`src/dprs_defs.vh`:
```
// Constants for the debug power and reset status register block.
// Assumes inclusion by bare name from the design files.
`ifndef DPRS_DEFS_VH
`define DPRS_DEFS_VH
`define DPRS_REG_OFFSET 12'h0314
`define DPRS_ADDR_W 12
`define DPRS_BIT_POWERED 0
`define DPRS_BIT_STICKY_PD 1
`define DPRS_BIT_IN_RESET 2
`define DPRS_BIT_STICKY_RST 3
`define DPRS_BIT_HALTED 4
`define DPRS_BIT_OS_LOCK 5
`define DPRS_BIT_DOUBLE_LOCK 6
`define DPRS_BIT_ACCESS_ERR 8
`define DPRS_BIT_PERFMON_ERR 9
`define DPRS_BIT_RESTART_ERR 10
`define DPRS_STICKY_W 3
`define DPRS_RST_STICKY_PD 1'b1
`define DPRS_RST_STICKY_RST 1'b1
`endif

```
`src/dprs_status.v`:
```
// Debug power and reset status register, read from the external debug port.
// Assumes core state inputs are synchronous to mclk; one read per rd_req pulse.
// Function
// - Double-lock bit reads 1 only when double lock active and core powered.
// - Powered, double locked, no debug power domain: fixed choice of powerup/lock vs zero reporting.
// - OS-lock bit mirrors the system-register lock status bit.
// - Halted bit is 1 in debug state, 0 otherwise.
// - Sticky reset reads 1 if in reset or reset since last read.
// - Warm reset sets sticky reset to 1.
// - Sticky reset is read-clear, read-only under software lock, unknown if locked.
// - Read clears sticky reset only when powered, unlocked, not in reset.
// - Reset bit reads 1 while non-debug logic is held in reset.
// - Sticky powerdown reads 1 when core debug register state is lost.
// - Cold reset sets sticky powerdown to 1.
// - Under double lock with later debug level, sticky powerdown reads 0.
// - Sticky powerdown reads zero when unpowered without debug power domain.
// - Powered, unlocked read clears sticky error and powerdown bits.
// - Unpowered without debug domain, sticky reset and error bits reset on power-up.
// - Unpowered read without debug domain leaves sticky powerdown unchanged.
// - Powerup bit is 1 when powered and not double locked; under double lock it reads LOCK_REPORTS_POWERED, or 1 with a separate debug power domain.
// - With separate debug power domain, powerup reads one on every powered read.
// - Register at 0x314, read-only; error when unpowered with debug domain.
// - Read-caused clearing is applied after pre-clear value is returned.
`timescale 1ns/10ps
`include "dprs_defs.vh"
module dprs_status #(
  parameter SEPARATE_DEBUG_POWER_DOMAIN = 1'b0,
  parameter DOUBLE_LOCK_FEATURE = 1'b1,
  parameter LATER_DEBUG_LEVEL = 1'b1,
  parameter LOCK_REPORTS_POWERED = 1'b0
) (
  // Clock and reset
  input wire mclk,
  input wire reset_n,
  // Core resets (one-cycle pulses)
  input wire core_cold_reset,
  input wire core_warm_reset,
  // Core state levels
  input wire core_power_state,
  input wire double_lock_state,
  input wire software_lock_state,
  input wire os_lock_status_sysreg,
  input wire core_halted,
  input wire core_in_reset,
  input wire core_power_lost,
  // Sticky error events
  input wire [`DPRS_STICKY_W-1:0] sticky_err_event,
  // External debug port
  input wire rd_req,
  input wire wr_req,
  input wire [`DPRS_ADDR_W-1:0] addr,
  output reg rd_valid,
  output reg [31:0] rd_data,
  output reg rd_error
);
  // Access classes of the register as seen from the debug port
  localparam ACC_OPEN = 2'b00;
  localparam ACC_LOCKED = 2'b01;
  localparam ACC_OFF = 2'b10;
  localparam ACC_ERROR = 2'b11;

  // Decode and qualifiers
  wire locked;
  wire powered;
  wire hit;
  wire reg_rd;
  wire unpowered_nodom;
  wire unpowered_dom;
  wire clr_ok;
  wire clr_sticky_rst;
  wire power_up_edge;
  wire restore_on_power;
  reg pwr_q;

  // Sticky flag controls and state
  wire sticky_rst_set;
  wire sticky_rst_clear;
  wire sticky_pd_set;
  wire sticky_pd_clear;
  wire err_clear;
  wire sticky_rst_flag;
  wire sticky_pd_flag;
  wire [`DPRS_STICKY_W-1:0] err_flag;

  // Field values offered to a read
  reg [1:0] acc;
  reg fld_powered;
  reg fld_sticky_pd;
  reg fld_in_reset;
  reg fld_sticky_rst;
  reg fld_halted;
  reg fld_os_lock;
  reg fld_double_lock;
  reg [`DPRS_STICKY_W-1:0] fld_err;
  reg [31:0] next_rd_data;
  reg next_err;
  reg [31:0] next_word;

  assign locked = DOUBLE_LOCK_FEATURE & double_lock_state;
  assign powered = core_power_state;
  assign hit = (addr == `DPRS_REG_OFFSET);
  assign reg_rd = rd_req & hit;
  assign unpowered_nodom = ~SEPARATE_DEBUG_POWER_DOMAIN & ~powered;
  assign unpowered_dom = SEPARATE_DEBUG_POWER_DOMAIN & ~powered;

  // Read with core powered and lock inactive triggers clearing
  assign clr_ok = reg_rd & powered & ~locked;

  // Sticky reset survives a read while reset is live or software lock holds
  assign clr_sticky_rst = clr_ok & ~core_in_reset & ~software_lock_state;

  // Flags lost with the core domain are rebuilt when it returns
  assign restore_on_power = power_up_edge & ~SEPARATE_DEBUG_POWER_DOMAIN;

  always @(posedge mclk or negedge reset_n) begin
    if (!reset_n) begin
      pwr_q <= 1'b0;
    end else begin
      pwr_q <= powered;
    end
  end
  assign power_up_edge = powered & ~pwr_q;

  assign sticky_rst_set = core_warm_reset | core_in_reset | restore_on_power;
  assign sticky_rst_clear = clr_sticky_rst;
  assign sticky_pd_set = core_cold_reset | core_power_lost;
  // Only a powered read reaches clr_ok, so an unpowered read keeps the flag
  assign sticky_pd_clear = clr_ok;
  assign err_clear = clr_ok | core_cold_reset | restore_on_power;

  // Sticky reset: set by warm reset or while in reset; cleared after read
  dprs_sticky #(
    .RESET_VAL(`DPRS_RST_STICKY_RST)
  ) u_sticky_rst (
    .mclk(mclk),
    .reset_n(reset_n),
    .set(sticky_rst_set),
    .clear(sticky_rst_clear),
    .flag(sticky_rst_flag)
  );

  // Sticky powerdown: set by cold reset or loss; never cleared while unpowered
  dprs_sticky #(
    .RESET_VAL(`DPRS_RST_STICKY_PD)
  ) u_sticky_pd (
    .mclk(mclk),
    .reset_n(reset_n),
    .set(sticky_pd_set),
    .clear(sticky_pd_clear),
    .flag(sticky_pd_flag)
  );

  genvar gi;
  generate
    for (gi = 0; gi < `DPRS_STICKY_W; gi = gi + 1) begin : g_err
      dprs_sticky #(
        .RESET_VAL(1'b0)
      ) u_err (
        .mclk(mclk),
        .reset_n(reset_n),
        .set(sticky_err_event[gi]),
        .clear(err_clear),
        .flag(err_flag[gi])
      );
    end
  endgenerate

  // Classify the current access condition
  always @* begin
    if (unpowered_dom) begin
      acc = ACC_ERROR;
    end else if (!powered) begin
      acc = ACC_OFF;
    end else if (locked) begin
      acc = ACC_LOCKED;
    end else begin
      acc = ACC_OPEN;
    end
  end

  // Powerup and double-lock fields
  always @* begin
    fld_powered = 1'b0;
    fld_double_lock = 1'b0;
    case (acc)
      ACC_OPEN: begin
        fld_powered = 1'b1;
        fld_double_lock = 1'b0;
      end
      ACC_LOCKED: begin
        fld_powered = LOCK_REPORTS_POWERED;
        fld_double_lock = LOCK_REPORTS_POWERED;
      end
      ACC_OFF: begin
        fld_powered = 1'b0;
        fld_double_lock = 1'b0;
      end
      default: begin
        fld_powered = 1'b0;
        fld_double_lock = 1'b0;
      end
    endcase
    if (SEPARATE_DEBUG_POWER_DOMAIN) begin
      fld_powered = 1'b1;
    end
  end

  // Sticky powerdown field
  always @* begin
    fld_sticky_pd = 1'b0;
    case (acc)
      ACC_OPEN: begin
        fld_sticky_pd = sticky_pd_flag;
      end
      ACC_LOCKED: begin
        fld_sticky_pd = LATER_DEBUG_LEVEL ? 1'b0 : sticky_pd_flag;
      end
      ACC_OFF: begin
        fld_sticky_pd = 1'b0;
      end
      default: begin
        fld_sticky_pd = 1'b0;
      end
    endcase
  end

  // Sticky reset and live reset fields
  always @* begin
    fld_sticky_rst = 1'b0;
    fld_in_reset = 1'b0;
    case (acc)
      ACC_OPEN: begin
        fld_sticky_rst = sticky_rst_flag | core_in_reset;
        fld_in_reset = core_in_reset;
      end
      ACC_LOCKED: begin
        fld_sticky_rst = sticky_rst_flag;
        fld_in_reset = core_in_reset;
      end
      ACC_OFF: begin
        fld_sticky_rst = 1'b0;
        fld_in_reset = 1'b0;
      end
      default: begin
        fld_sticky_rst = 1'b0;
        fld_in_reset = 1'b0;
      end
    endcase
  end

  // Halted and OS lock mirror fields
  always @* begin
    fld_halted = 1'b0;
    fld_os_lock = 1'b0;
    case (acc)
      ACC_OPEN: begin
        fld_halted = core_halted;
        fld_os_lock = os_lock_status_sysreg;
      end
      ACC_LOCKED: begin
        fld_halted = core_halted;
        fld_os_lock = os_lock_status_sysreg;
      end
      ACC_OFF: begin
        fld_halted = 1'b0;
        fld_os_lock = 1'b0;
      end
      default: begin
        fld_halted = 1'b0;
        fld_os_lock = 1'b0;
      end
    endcase
  end

  // Sticky error fields are only shown when the register is open
  always @* begin
    fld_err = {`DPRS_STICKY_W{1'b0}};
    case (acc)
      ACC_OPEN: begin
        fld_err = err_flag;
      end
      default: begin
        fld_err = {`DPRS_STICKY_W{1'b0}};
      end
    endcase
  end

  // Compose pre-clear value; clearing lands on the same edge as capture
  always @* begin
    next_rd_data = 32'h0000_0000;
    next_err = (acc == ACC_ERROR);
    next_rd_data[`DPRS_BIT_POWERED] = fld_powered;
    next_rd_data[`DPRS_BIT_STICKY_PD] = fld_sticky_pd;
    next_rd_data[`DPRS_BIT_IN_RESET] = fld_in_reset;
    next_rd_data[`DPRS_BIT_STICKY_RST] = fld_sticky_rst;
    next_rd_data[`DPRS_BIT_HALTED] = fld_halted;
    next_rd_data[`DPRS_BIT_OS_LOCK] = fld_os_lock;
    next_rd_data[`DPRS_BIT_DOUBLE_LOCK] = fld_double_lock;
    next_rd_data[`DPRS_BIT_ACCESS_ERR] = fld_err[0];
    next_rd_data[`DPRS_BIT_PERFMON_ERR] = fld_err[1];
    next_rd_data[`DPRS_BIT_RESTART_ERR] = fld_err[2];
    if (next_err) begin
      next_rd_data = 32'h0000_0000;
    end
  end

  // Word handed back: other addresses and refused reads give zero
  always @* begin
    next_word = 32'h0000_0000;
    if (reg_rd && !next_err) begin
      next_word = next_rd_data;
    end
  end

  // Reads capture old value; writes are ignored; other addresses read zero
  always @(posedge mclk or negedge reset_n) begin
    if (!reset_n) begin
      rd_valid <= 1'b0;
      rd_data <= 32'h0000_0000;
      rd_error <= 1'b0;
    end else begin
      rd_valid <= rd_req;
      rd_error <= reg_rd & next_err;
      rd_data <= next_word;
    end
  end
endmodule // dprs_status

```
`src/dprs_sticky.v`:
```
// Sticky event flag with read-clear; the set wins over the clear.
// Assumes set and clear are synchronous to mclk.
`timescale 1ns/10ps
module dprs_sticky #(
  parameter RESET_VAL = 1'b0
) (
  // Clock and reset
  input wire mclk,
  input wire reset_n,
  // Control
  input wire set,
  input wire clear,
  // State
  output reg flag
);
  always @(posedge mclk or negedge reset_n) begin
    if (!reset_n) begin
      flag <= RESET_VAL;
    end else if (set) begin
      flag <= 1'b1;
    end else if (clear) begin
      flag <= 1'b0;
    end
  end
endmodule // dprs_sticky
```
`config.mk`:
```
export PLATFORM = sky130hd
export DESIGN_NAME = dprs_status
export DESIGN_NICKNAME = d
export VERILOG_FILES = /design/src/dprs_status.v /design/src/dprs_sticky.v
export VERILOG_INCLUDE_DIRS = /design/src
export SDC_FILE = /design/constraint.sdc
export NUM_CORES = 1
export LEC_CHECK = 0
export BUFFER_PORTS_ARGS = -buffer_cell sky130_fd_sc_hd__buf_2
export CAP_MARGIN = 40
export CELL_PAD_IN_SITES_DETAIL_PLACEMENT = 1
export CELL_PAD_IN_SITES_GLOBAL_PLACEMENT = 2
export CORE_MARGIN = 4
export CORE_UTILIZATION = 22
export CTS_CLUSTER_DIAMETER = 150
export DETAILED_ROUTE_END_ITERATION = 10
export GPL_ROUTABILITY_DRIVEN = 0
export PLACE_DENSITY = 0.82
export SLEW_MARGIN = 40
export SYNTH_ARGS = -nofsm -noshare
export SYNTH_HDL_FRONTEND = slang
export SYNTH_SLANG_ARGS = --single-unit
```
`constraint.sdc`:
```
create_clock -name mclk -period 1 [get_ports mclk]
set_input_delay 0.2 -clock mclk [delete_from_list [all_inputs] [get_ports mclk]]
set_output_delay 0.2 -clock mclk [all_outputs]
set_load 0.005 [all_outputs]
```
; ---- Word-level counts from Yosys, hierarchy flattened
; Index checks and enable logic that the tools add are counted.
; W data, S select, Z words.
[word_totals]
regBits = 40
input_bits = 28
output_inout_bits = 34
word_cells = 57
[classes]
n_eq_ne = 3
n_mux = 19
n_bitwise = 17
n_reduce_logical = 9
[op_table]
columns = operator, n
row1 = $mux W32, 1
row2 = $mux W1, 14
row3 = $eq A12 B10 Y1 const B, 1
row4 = $mux W11, 1
row5 = $reduce_bool A2 Y1, 5
row6 = $and A1 B1 Y1, 7
row7 = $or A1 B1 Y1, 6
row8 = $not A1 Y1, 4
row9 = $mux W3, 1
row10 = $eq A2 B1 Y1 const B, 1
row11 = $eq A2 B2 Y1 const B, 1
row12 = $logic_not A2 Y1, 1
row13 = $mux W2, 1
row14 = $pmux W1 S2, 1
row15 = $reduce_or A2 Y1, 1
row16 = $logic_and A1 B1 Y1, 1
row17 = $logic_not A1 Y1, 1

; ---- Longest topological paths before layout
; Gate-level depths: netlist of the first run.
[depth]
depth_word = 8
depth_mapped = 3
mapped_depth_nobuf = 3

; ---- Modules after synthesis
; From an unflattened synthesis of the first run, not the netlist that was laid out.
[unflattened]
hier_cells = 73
hier_area_um2 = 848.3
[modules_own_cells]
columns = module, instances, cells_each, area_each_um2, seq_area_each_um2
row1 = dprs_status, 1, 58, 664.4, 300.3
row2 = dprs_sticky (g_err[0].u_err ...), 3, 3, 36.3, 25.0
row3 = dprs_sticky (u_sticky_pd ...), 2, 3, 37.5, 26.3

; ---- Least setup slack after synthesis of the first run
; No wires, ideal clock.
[synth_timing]
path_type = input -> register
from = input addr[6]
to = register g_err[0].u_err.flag
setup_time_ns = 0.134
arrival_time_ns = 1.245
required_ns = 0.866
path_slack_ns = -0.379
cell_stages = 3
path_buffers = 0
path_cell_list = or4b_4 > nor4_4 > o21bai_1
[synth_between]
elab_chain_cells = 7
[synth_lines]
columns = element, line_no
row1 = "start, declared", dprs_status.v:51  ; input wire [`DPRS_ADDR_W-1:0] addr,
row2 = $eq A12 B10 Y1 (no source line), n/a
row3 = $and A1 B1 Y1, dprs_status.v:102  ; assign reg_rd = rd_req & hit;
row4 = $and A1 B1 Y1 (2 in series), dprs_status.v:107  ; assign clr_ok = reg_rd & powered & ~locked;
row5 = $or A1 B1 Y1 (2 in series), dprs_status.v:129  ; assign err_clear = clr_ok | core_cold_reset | restore_on_power;
row6 = $reduce_bool A2 Y1 (no source line), n/a
row7 = "end signal, assigned", dprs_sticky.v:18  ; flag <= RESET_VAL;
row8 = "end signal, assigned", dprs_sticky.v:20  ; flag <= 1'b1;
row9 = "end signal, assigned", dprs_sticky.v:22  ; flag <= 1'b0;
row10 = "end, declared", dprs_sticky.v:14  ; output reg flag
; No other way between the ends.
; A chain may end at the register's enable or synchronous reset.

; ---- Worst setup path in the final report of the first run
[layout_timing]
from = input addr[5]
to = register rd_data[1]
[layout_between]
elab_chain_cells = 4
[layout_lines]
columns = element, line_no
row1 = $eq A12 B10 Y1 (no source line), n/a
row2 = $and A1 B1 Y1, dprs_status.v:102
row3 = $logic_and A1 B1 Y1, dprs_status.v:310  ; if (reg_rd && !next_err) begin
row4 = $mux W32, dprs_status.v:310
row5 = named net next_word[1], dprs_status.v:97  ; reg [31:0] next_word;
row6 = "end signal, assigned", dprs_status.v:324  ; rd_data <= next_word;
row7 = "end, declared", dprs_status.v:53  ; output reg [31:0] rd_data,
; The timed path passes the listed nets, and every way through them passes these cells.

==> results of run 1 <==
cell usage in the layout (no fill, tap or decap):
cell            n
buf_2          36
conb_1         24
dfrtp_1        15
and2_1          7
buf_4           4
nand3b_1        3
o21bai_1        3
clkbuf_8        3
or4b_4          2
nor4_4          2
nand2b_1        2
nor2_1          2
buf_6           2
dfstp_2         2
nand4bb_1       1
or4bb_4         1
or3b_2          1
nor2b_1         1
o21a_1          1
o41ai_2         1
nand3_1         1
inv_1           1
o21ai_0         1
clkinv_2        1
dlygate4sd3_1   1
cell families after synthesis:
family / count (synthesis) / share of synthesized area (%)
AOI/OAI and AO/OA: 6 / 5.20
buffers and inverters: 24 / 21.0
DFF: 17 / 50.8
other: 1 / 0.445
and+or+nand+nor: 23 / 22.6
how the worst max path moves through the flow:
stage	start	to	slack (ns)	cells past startpoint
after global placement	addr[6]	rd_data[5]	-0.50	4
after CTS	addr[5]	rd_data[10]	-0.22	5
after floorplan	addr[3]	rd_data[10]	-0.33	3
after global routing	addr[5]	rd_data[9]	-0.23	5
after detailed placement	addr[6]	rd_data[4]	-0.52	4
final	addr[5]	rd_data[1]	-0.21	5
flip-flops by register name, indices dropped and copies added (netlist names):
name,count
rd_data,9
rd_error,1
u_sticky_pd.flag,1
rd_valid,1
g_err.u_err.flag,3
u_sticky_rst.flag,1
pwr_q,1
power groups by stage:
stage	Sequential, mW	Combinational [mW]	Clock [mW]
after global routing	0.710	0.175	0.566
after global placement	0.721	0.140	0
final	0.708	0.153	0.509
after CTS	0.709	0.153	0.527
after floorplan	0.720	0.119	0
after detailed placement	0.721	0.143	0
per-stage QoR:
stage | setup slack [ns] | hold WS (ns) | area, µm² | std cells
floorplan | -0.329 | -0.0956 | 928 | 94
global placement | -0.504 | 0.125 | 1040 | 161
detailed placement | -0.524 | 0.135 | 1040 | 161
CTS | -0.223 | 0.141 | 1120 | 166
global route | -0.229 | 0.132 | 1120 | 166
finish | -0.211 | 0.143 | 1120 | 166
metal layers:
metal / up-vias / part of all wire [%] / wire [µm] / track usage, %
met5: - / 0 / 0 / 0
met4: 0 / 1.4 / 26 / 4.47
met3: 4 / 11 / 213 / 3.02
met2: 37 / 52 / 964 / 13.7
met1: 293 / 35 / 648 / 7.88
li1: 285 / - / - / -
Yosys cell counts (2+ instances only):
library cell  instances  area [µm²]
and2_1                7        43.8
buf_4                23         173
dfrtp_1              15         375
dfstp_2               2        52.6
nand2b_1              2        12.5
nand3b_1              3        22.5
nor2_1                2        7.51
o21bai_1              3        22.5
critical path, stage by stage:
cell and delay, ns:
buf_6 0.09, or4bb_4 0.58, nor4_4 0.24, buf_6 0.16, and2_1 0.13
what timing repair did:
| item | 4_1_cts | 5_1_grt |
|---|---|---|
| hold endpoints to repair | 15 | 0 |
| setup endpoints to repair | 14 | 14 |
| pin swaps | 6 | 1 |
| gates resized for setup | 4 | 1 |
| hold buffers | 1 | 0 |
final cells by class:
class | instances | share of cell area, %
flip-flops and latches | 17 | 38.0
multi-input cells | 53 | 30.6
repair buffers | 43 | 21.6
well taps | 48 | 5.34
clock buffers | 3 | 3.67
clock inverters | 1 | 0.445
inverters | 1 | 0.334
==> metrics.md, run 1 <==
| Metric | Value |
|---|---|
| Setup Total Neg Slack | -2.32 ns |
| Min-delay worst type | input pin to flop |
| CTS clk-pin slew, worst paths | 0.07 ns |
| Cell area after synthesis | 842 µm² |
| Synth async-reset ratio | 100% |
| Core Util, Final | 30.5% |
| Ant. Diodes | 0 |
| Clk sinks | 17 |
| WL/cell | 11.2 µm |
| HPWL Detailed | 1570 µm |
| Root Driver | clkbuf_8 |
| FF-to-FF End | g_err[2].u_err.flag |
| Internal power | 1.06 mW |
| Final nets | 147 |
| CTS max path bufs | 2 |
| Routed wire length | 1850 µm |
| Post-synth EDFFs | 0 |
| Leakage | 0.618 nW |
| CTS tree | yes |
| Die ar. | 4880 µm² |
| First-pass GRT wire length | 3020 µm |
| Crit Path Max Fanout | 9 |
| Synth cell types | 22 |
| Final Max Slew Viols | 0 |
| Worst R2R Setup Slack | 0.16 ns |
| Setup Buffers After CTS | 0 |
| Die extent in y | 69.9 µm |
| PortBufs | 37 |
| Comb power frac | 11.2% |
| Fmax | 826 MHz |
| Footprint of the multi-input gates | 344 µm² |
| Grt total ovfl | 0 |
| Crit share post-route | 121% |
| I/O pin count | 62 |
| Tot GR Track Use | 7.85% |
| Post-route clock skew | 0.00228 ns |
| Status | finished with violations |
| Via count | 619 |
| Vias per cell | 3.73 |
| Fillcell total | 440 |
| Max-cap viol count | 0 |
| Initial Util | 22.8% |
| Share of power burned in registers | 51.7% |
| Initial antenna violation count | 0 |
| Core Footprint | 3690 µm² |
| Remaining antenna violation count after routing | 0 |
| Mean Syn Cell Area | 11.9 µm² |
| PwrDens | 1220 nW/µm² |
| Synth-to-Final Area Change | 33.6% |
| Hold Fails Final Rpt | 0 |
| Max VDD drop | 0.000360 V |
| # DRC | 0 |
| H-tree levels | 1 |
| Critical R2R Launch | pwr_q |
| Cell Rows | 22 |
| Violated checks | negative setup slack |
| Hold Path Cell Cnt | 2 |
| Reg2Reg Depth | 3 |
| Clk_lat worst skew | 0.25 ns |
| Iteration-0 DRC Markers | 22 |
| Switching Share | 23.0% |
| Num CTS Buffers | 3 |
| First-pass detailed-route iteration total | 2 |
| Final setup vio count | 14 |
| Tmin final | 1.21 ns |
| Min setup slack post-route | -0.211 ns |
| Total Power | 1.37 mW |
| Min-delay src | sticky_err_event[2] |
| Sequential Area | 428 µm² |
| Arrival @ worst endpoint | 1.40 ns |
| CP Class | input pin to flop |
| Clock network power share | 37.1% |
| Seq/Total Area, Yosys | 50.8% |
| Vias in the first global route | 654 |
| Die W | 69.9 µm |
| WHS Endpoint | g_err[2].u_err.flag |
| Critical Path RT | 1.19 ns |
| Synth Instances | 71 |
| Layout cells sized above 1 | 46.6% |
| Largest net degree at the start of global routing | 18 |
| Synth Flop Type | dfrtp_1 |
| Unrepaired setup endpoints after global routing | yes |
| FF+latch count, synth | 17 |
| Switch Pwr | 0.315 mW |
| Setup crit start kind | input pin |
| Warnings, synthesis | 0 |
| Critical path capture point type | flop |
Note: power is estimated with default switching activity, not from simulation.
==> run 2, diff against run 1 <==
CORE_MARGIN = 2   (was 4)
REMOVE_ABC_BUFFERS = 1   (was default)
TNS_END_PERCENT = 1   (was default)
==> metrics.md, run 2 (synthesis results as in run 1) <==
| Metric | Value |
|---|---|
| Critical Path RT | 1.16 ns |
| Max-cap viol count | 0 |
| Final setup vio count | 14 |
| Dpl cells | 158 |
| Tmin final | 1.27 ns |
| Initial antenna violation count | 0 |
| Post-route design area | 1110 µm² |
| Ant. Diodes | 0 |
| Root Driver | clkbuf_8 |
| CP Class | input pin to flop |
| Vias in the first global route | 622 |
| Clk_lat worst skew | 0.25 ns |
| Critical path capture point type | flop |
| H-tree levels | 1 |
| Max reg flops | 9 |
| Arrival @ worst endpoint | 1.43 ns |
| Core Footprint | 3660 µm² |
| Violated checks | negative setup slack |
| Hold_ws | 0.0739 ns |
| First-pass detailed-route iteration total | 2 |
| Iteration-0 DRC Markers | 1 |
| Largest net degree at the start of global routing | 18 |
| Reg2Reg Depth | 3 |
| Tot GR Track Use | 7.87% |
| Switch Pwr | 0.299 mW |
| Num CTS Buffers | 3 |
| Status | finished with violations |
| Fmax | 788 MHz |
| Share of power burned in registers | 52.6% |
| Die W | 65.9 µm |
| Leakage | 0.610 nW |
| Final nets | 146 |
| Routed wire length | 1770 µm |
| Most common cell after layout, fill and taps aside | buf_2 |
| I/O pin count | 62 |
| First-pass GRT wire length | 2660 µm |
| Initial Util | 23.0% |
| Cell Rows | 22 |
| Core Util, Final | 30.3% |
| Most flops, register | rd_data |
| Min-delay src | rd_req |
| Internal power | 1.05 mW |
| Hold Fails Final Rpt | 0 |
| Die ar. | 4340 µm² |
| Clock network power share | 36.7% |
| Top flop regs | rd_data: 9 flops, g_err.u_err.flag: 3 flops |
| DP Area | 1020 µm² |
| PortBufs | 37 |
| Synth-to-Final Area Change | 31.6% |
| Critical R2R Launch | pwr_q |
| Min setup slack post-route | -0.270 ns |
| Comb power frac | 10.7% |
| Remaining antenna violation count after routing | 0 |
| Crit share post-route | 127% |
| Max VDD drop | 0.00105 V |
| Crit Path Max Fanout | 3 |
| CTS clk-pin slew, worst paths | 0.06 ns |
| WL/cell | 10.8 µm |
| Clk sinks | 17 |
| Setup crit start kind | input pin |
| HPWL Detailed | 1470 µm |
| CTS max path bufs | 2 |
| Vias per cell | 3.62 |
| PwrDens | 1220 nW/µm² |
| Unrepaired setup endpoints after global routing | yes |
| CTS tree | yes |
| # DRC | 0 |
| Most used cells in the layout excluding fill and tap cells | buf_2 (36), conb_1 (24), dfrtp_1 (15), and2_1 (6) |
| Grt total ovfl | 0 |
| Worst slack, placed | -0.535 ns |
| Non-filler cells, final | 165 |
| Worst Setup SP | addr[7] |
| Via count | 597 |
| Switching Share | 22.2% |
| Min-delay worst type | input pin to flop |
| Final Max Slew Viols | 0 |
| Die extent in y | 65.9 µm |
| Post-route clock skew | 0.00337 ns |
| Hold Path Cell Cnt | 1 |
| Layout cells sized above 1 | 46.2% |
run 2: changes by cell type in the layout (fill, tap and decap cells not counted):
cell | before | now
or4b_4 | 2 | 1
o41ai_1 | 0 | 1
or4b_2 | 0 | 1
buf_4 | 4 | 3
and2_4 | 0 | 1
and2_1 | 7 | 6
o41ai_2 | 1 | 0
run 2: area by class of cell:
type / instances / area (µm²)
fillers: 435 / 2550
flip-flops and latches: 17 / 428
multi-input cells: 53 / 335
repair buffers: 42 / 235
well taps: 48 / 60.1
clock buffers: 3 / 41.3
clock inverters: 1 / 5.00
inverters: 1 / 3.75
run 2: power groups by stage:
stage | clock network, mW | registers (mW) | logic [mW]
3_3_place_gp | 0 | 0.720 | 0.129
3_5_place_dp | 0 | 0.722 | 0.135
2_1_floorplan | 0 | 0.720 | 0.0531
6_report | 0.495 | 0.709 | 0.144
5_1_grt | 0.543 | 0.711 | 0.165
4_1_cts | 0.528 | 0.709 | 0.141
run 2: metrics by stage:
| step | TNS [ns] | power (mW) |
|---|---|---|
| floorplan | -4.69 | 0.773 |
| global route | -3.34 | 1.42 |
| finish | -2.92 | 1.35 |
| detailed placement | -7.07 | 0.856 |
| CTS | -3.20 | 1.38 |
| global placement | -6.52 | 0.849 |
run 2: per-layer routing:
layer	track usage [%]	vias to the layer above	wire length, µm
met5	0	-	0
met4	0	0	0
met3	4.60	0	207
met2	13.3	32	884
met1	9.20	284	683
li1	-	281	-
run 2: path summary, 6_finish.rpt:
path / endpoint / slack [ns]
worst max-delay path: u_sticky_rst.flag / -0.27
worst min-delay path: rd_valid / 0.07
worst max register to register: g_err[2].u_err.flag / 0.13
worst min register to register: u_sticky_pd.flag / 0.48
max in group asynchronous: u_sticky_rst.flag / 0.26
min in group asynchronous: rd_data[9] / 0.42
run 2: what timing repair did:
item                                    in CTS  in global routing
hold buffers                                 1                  0
endpoints found under the hold margin       15                  0
gates resized for setup                      1                  4
endpoints found under the setup margin      14                 14
setup buffers                                0                  1
pin swaps                                    2                  9
gates cloned                                 0                  1
run 2: critical path: stages:
cell and delay (ns):
buf_2 0.11, or4b_2 0.67, o41ai_1 0.32, nand3_1 0.14
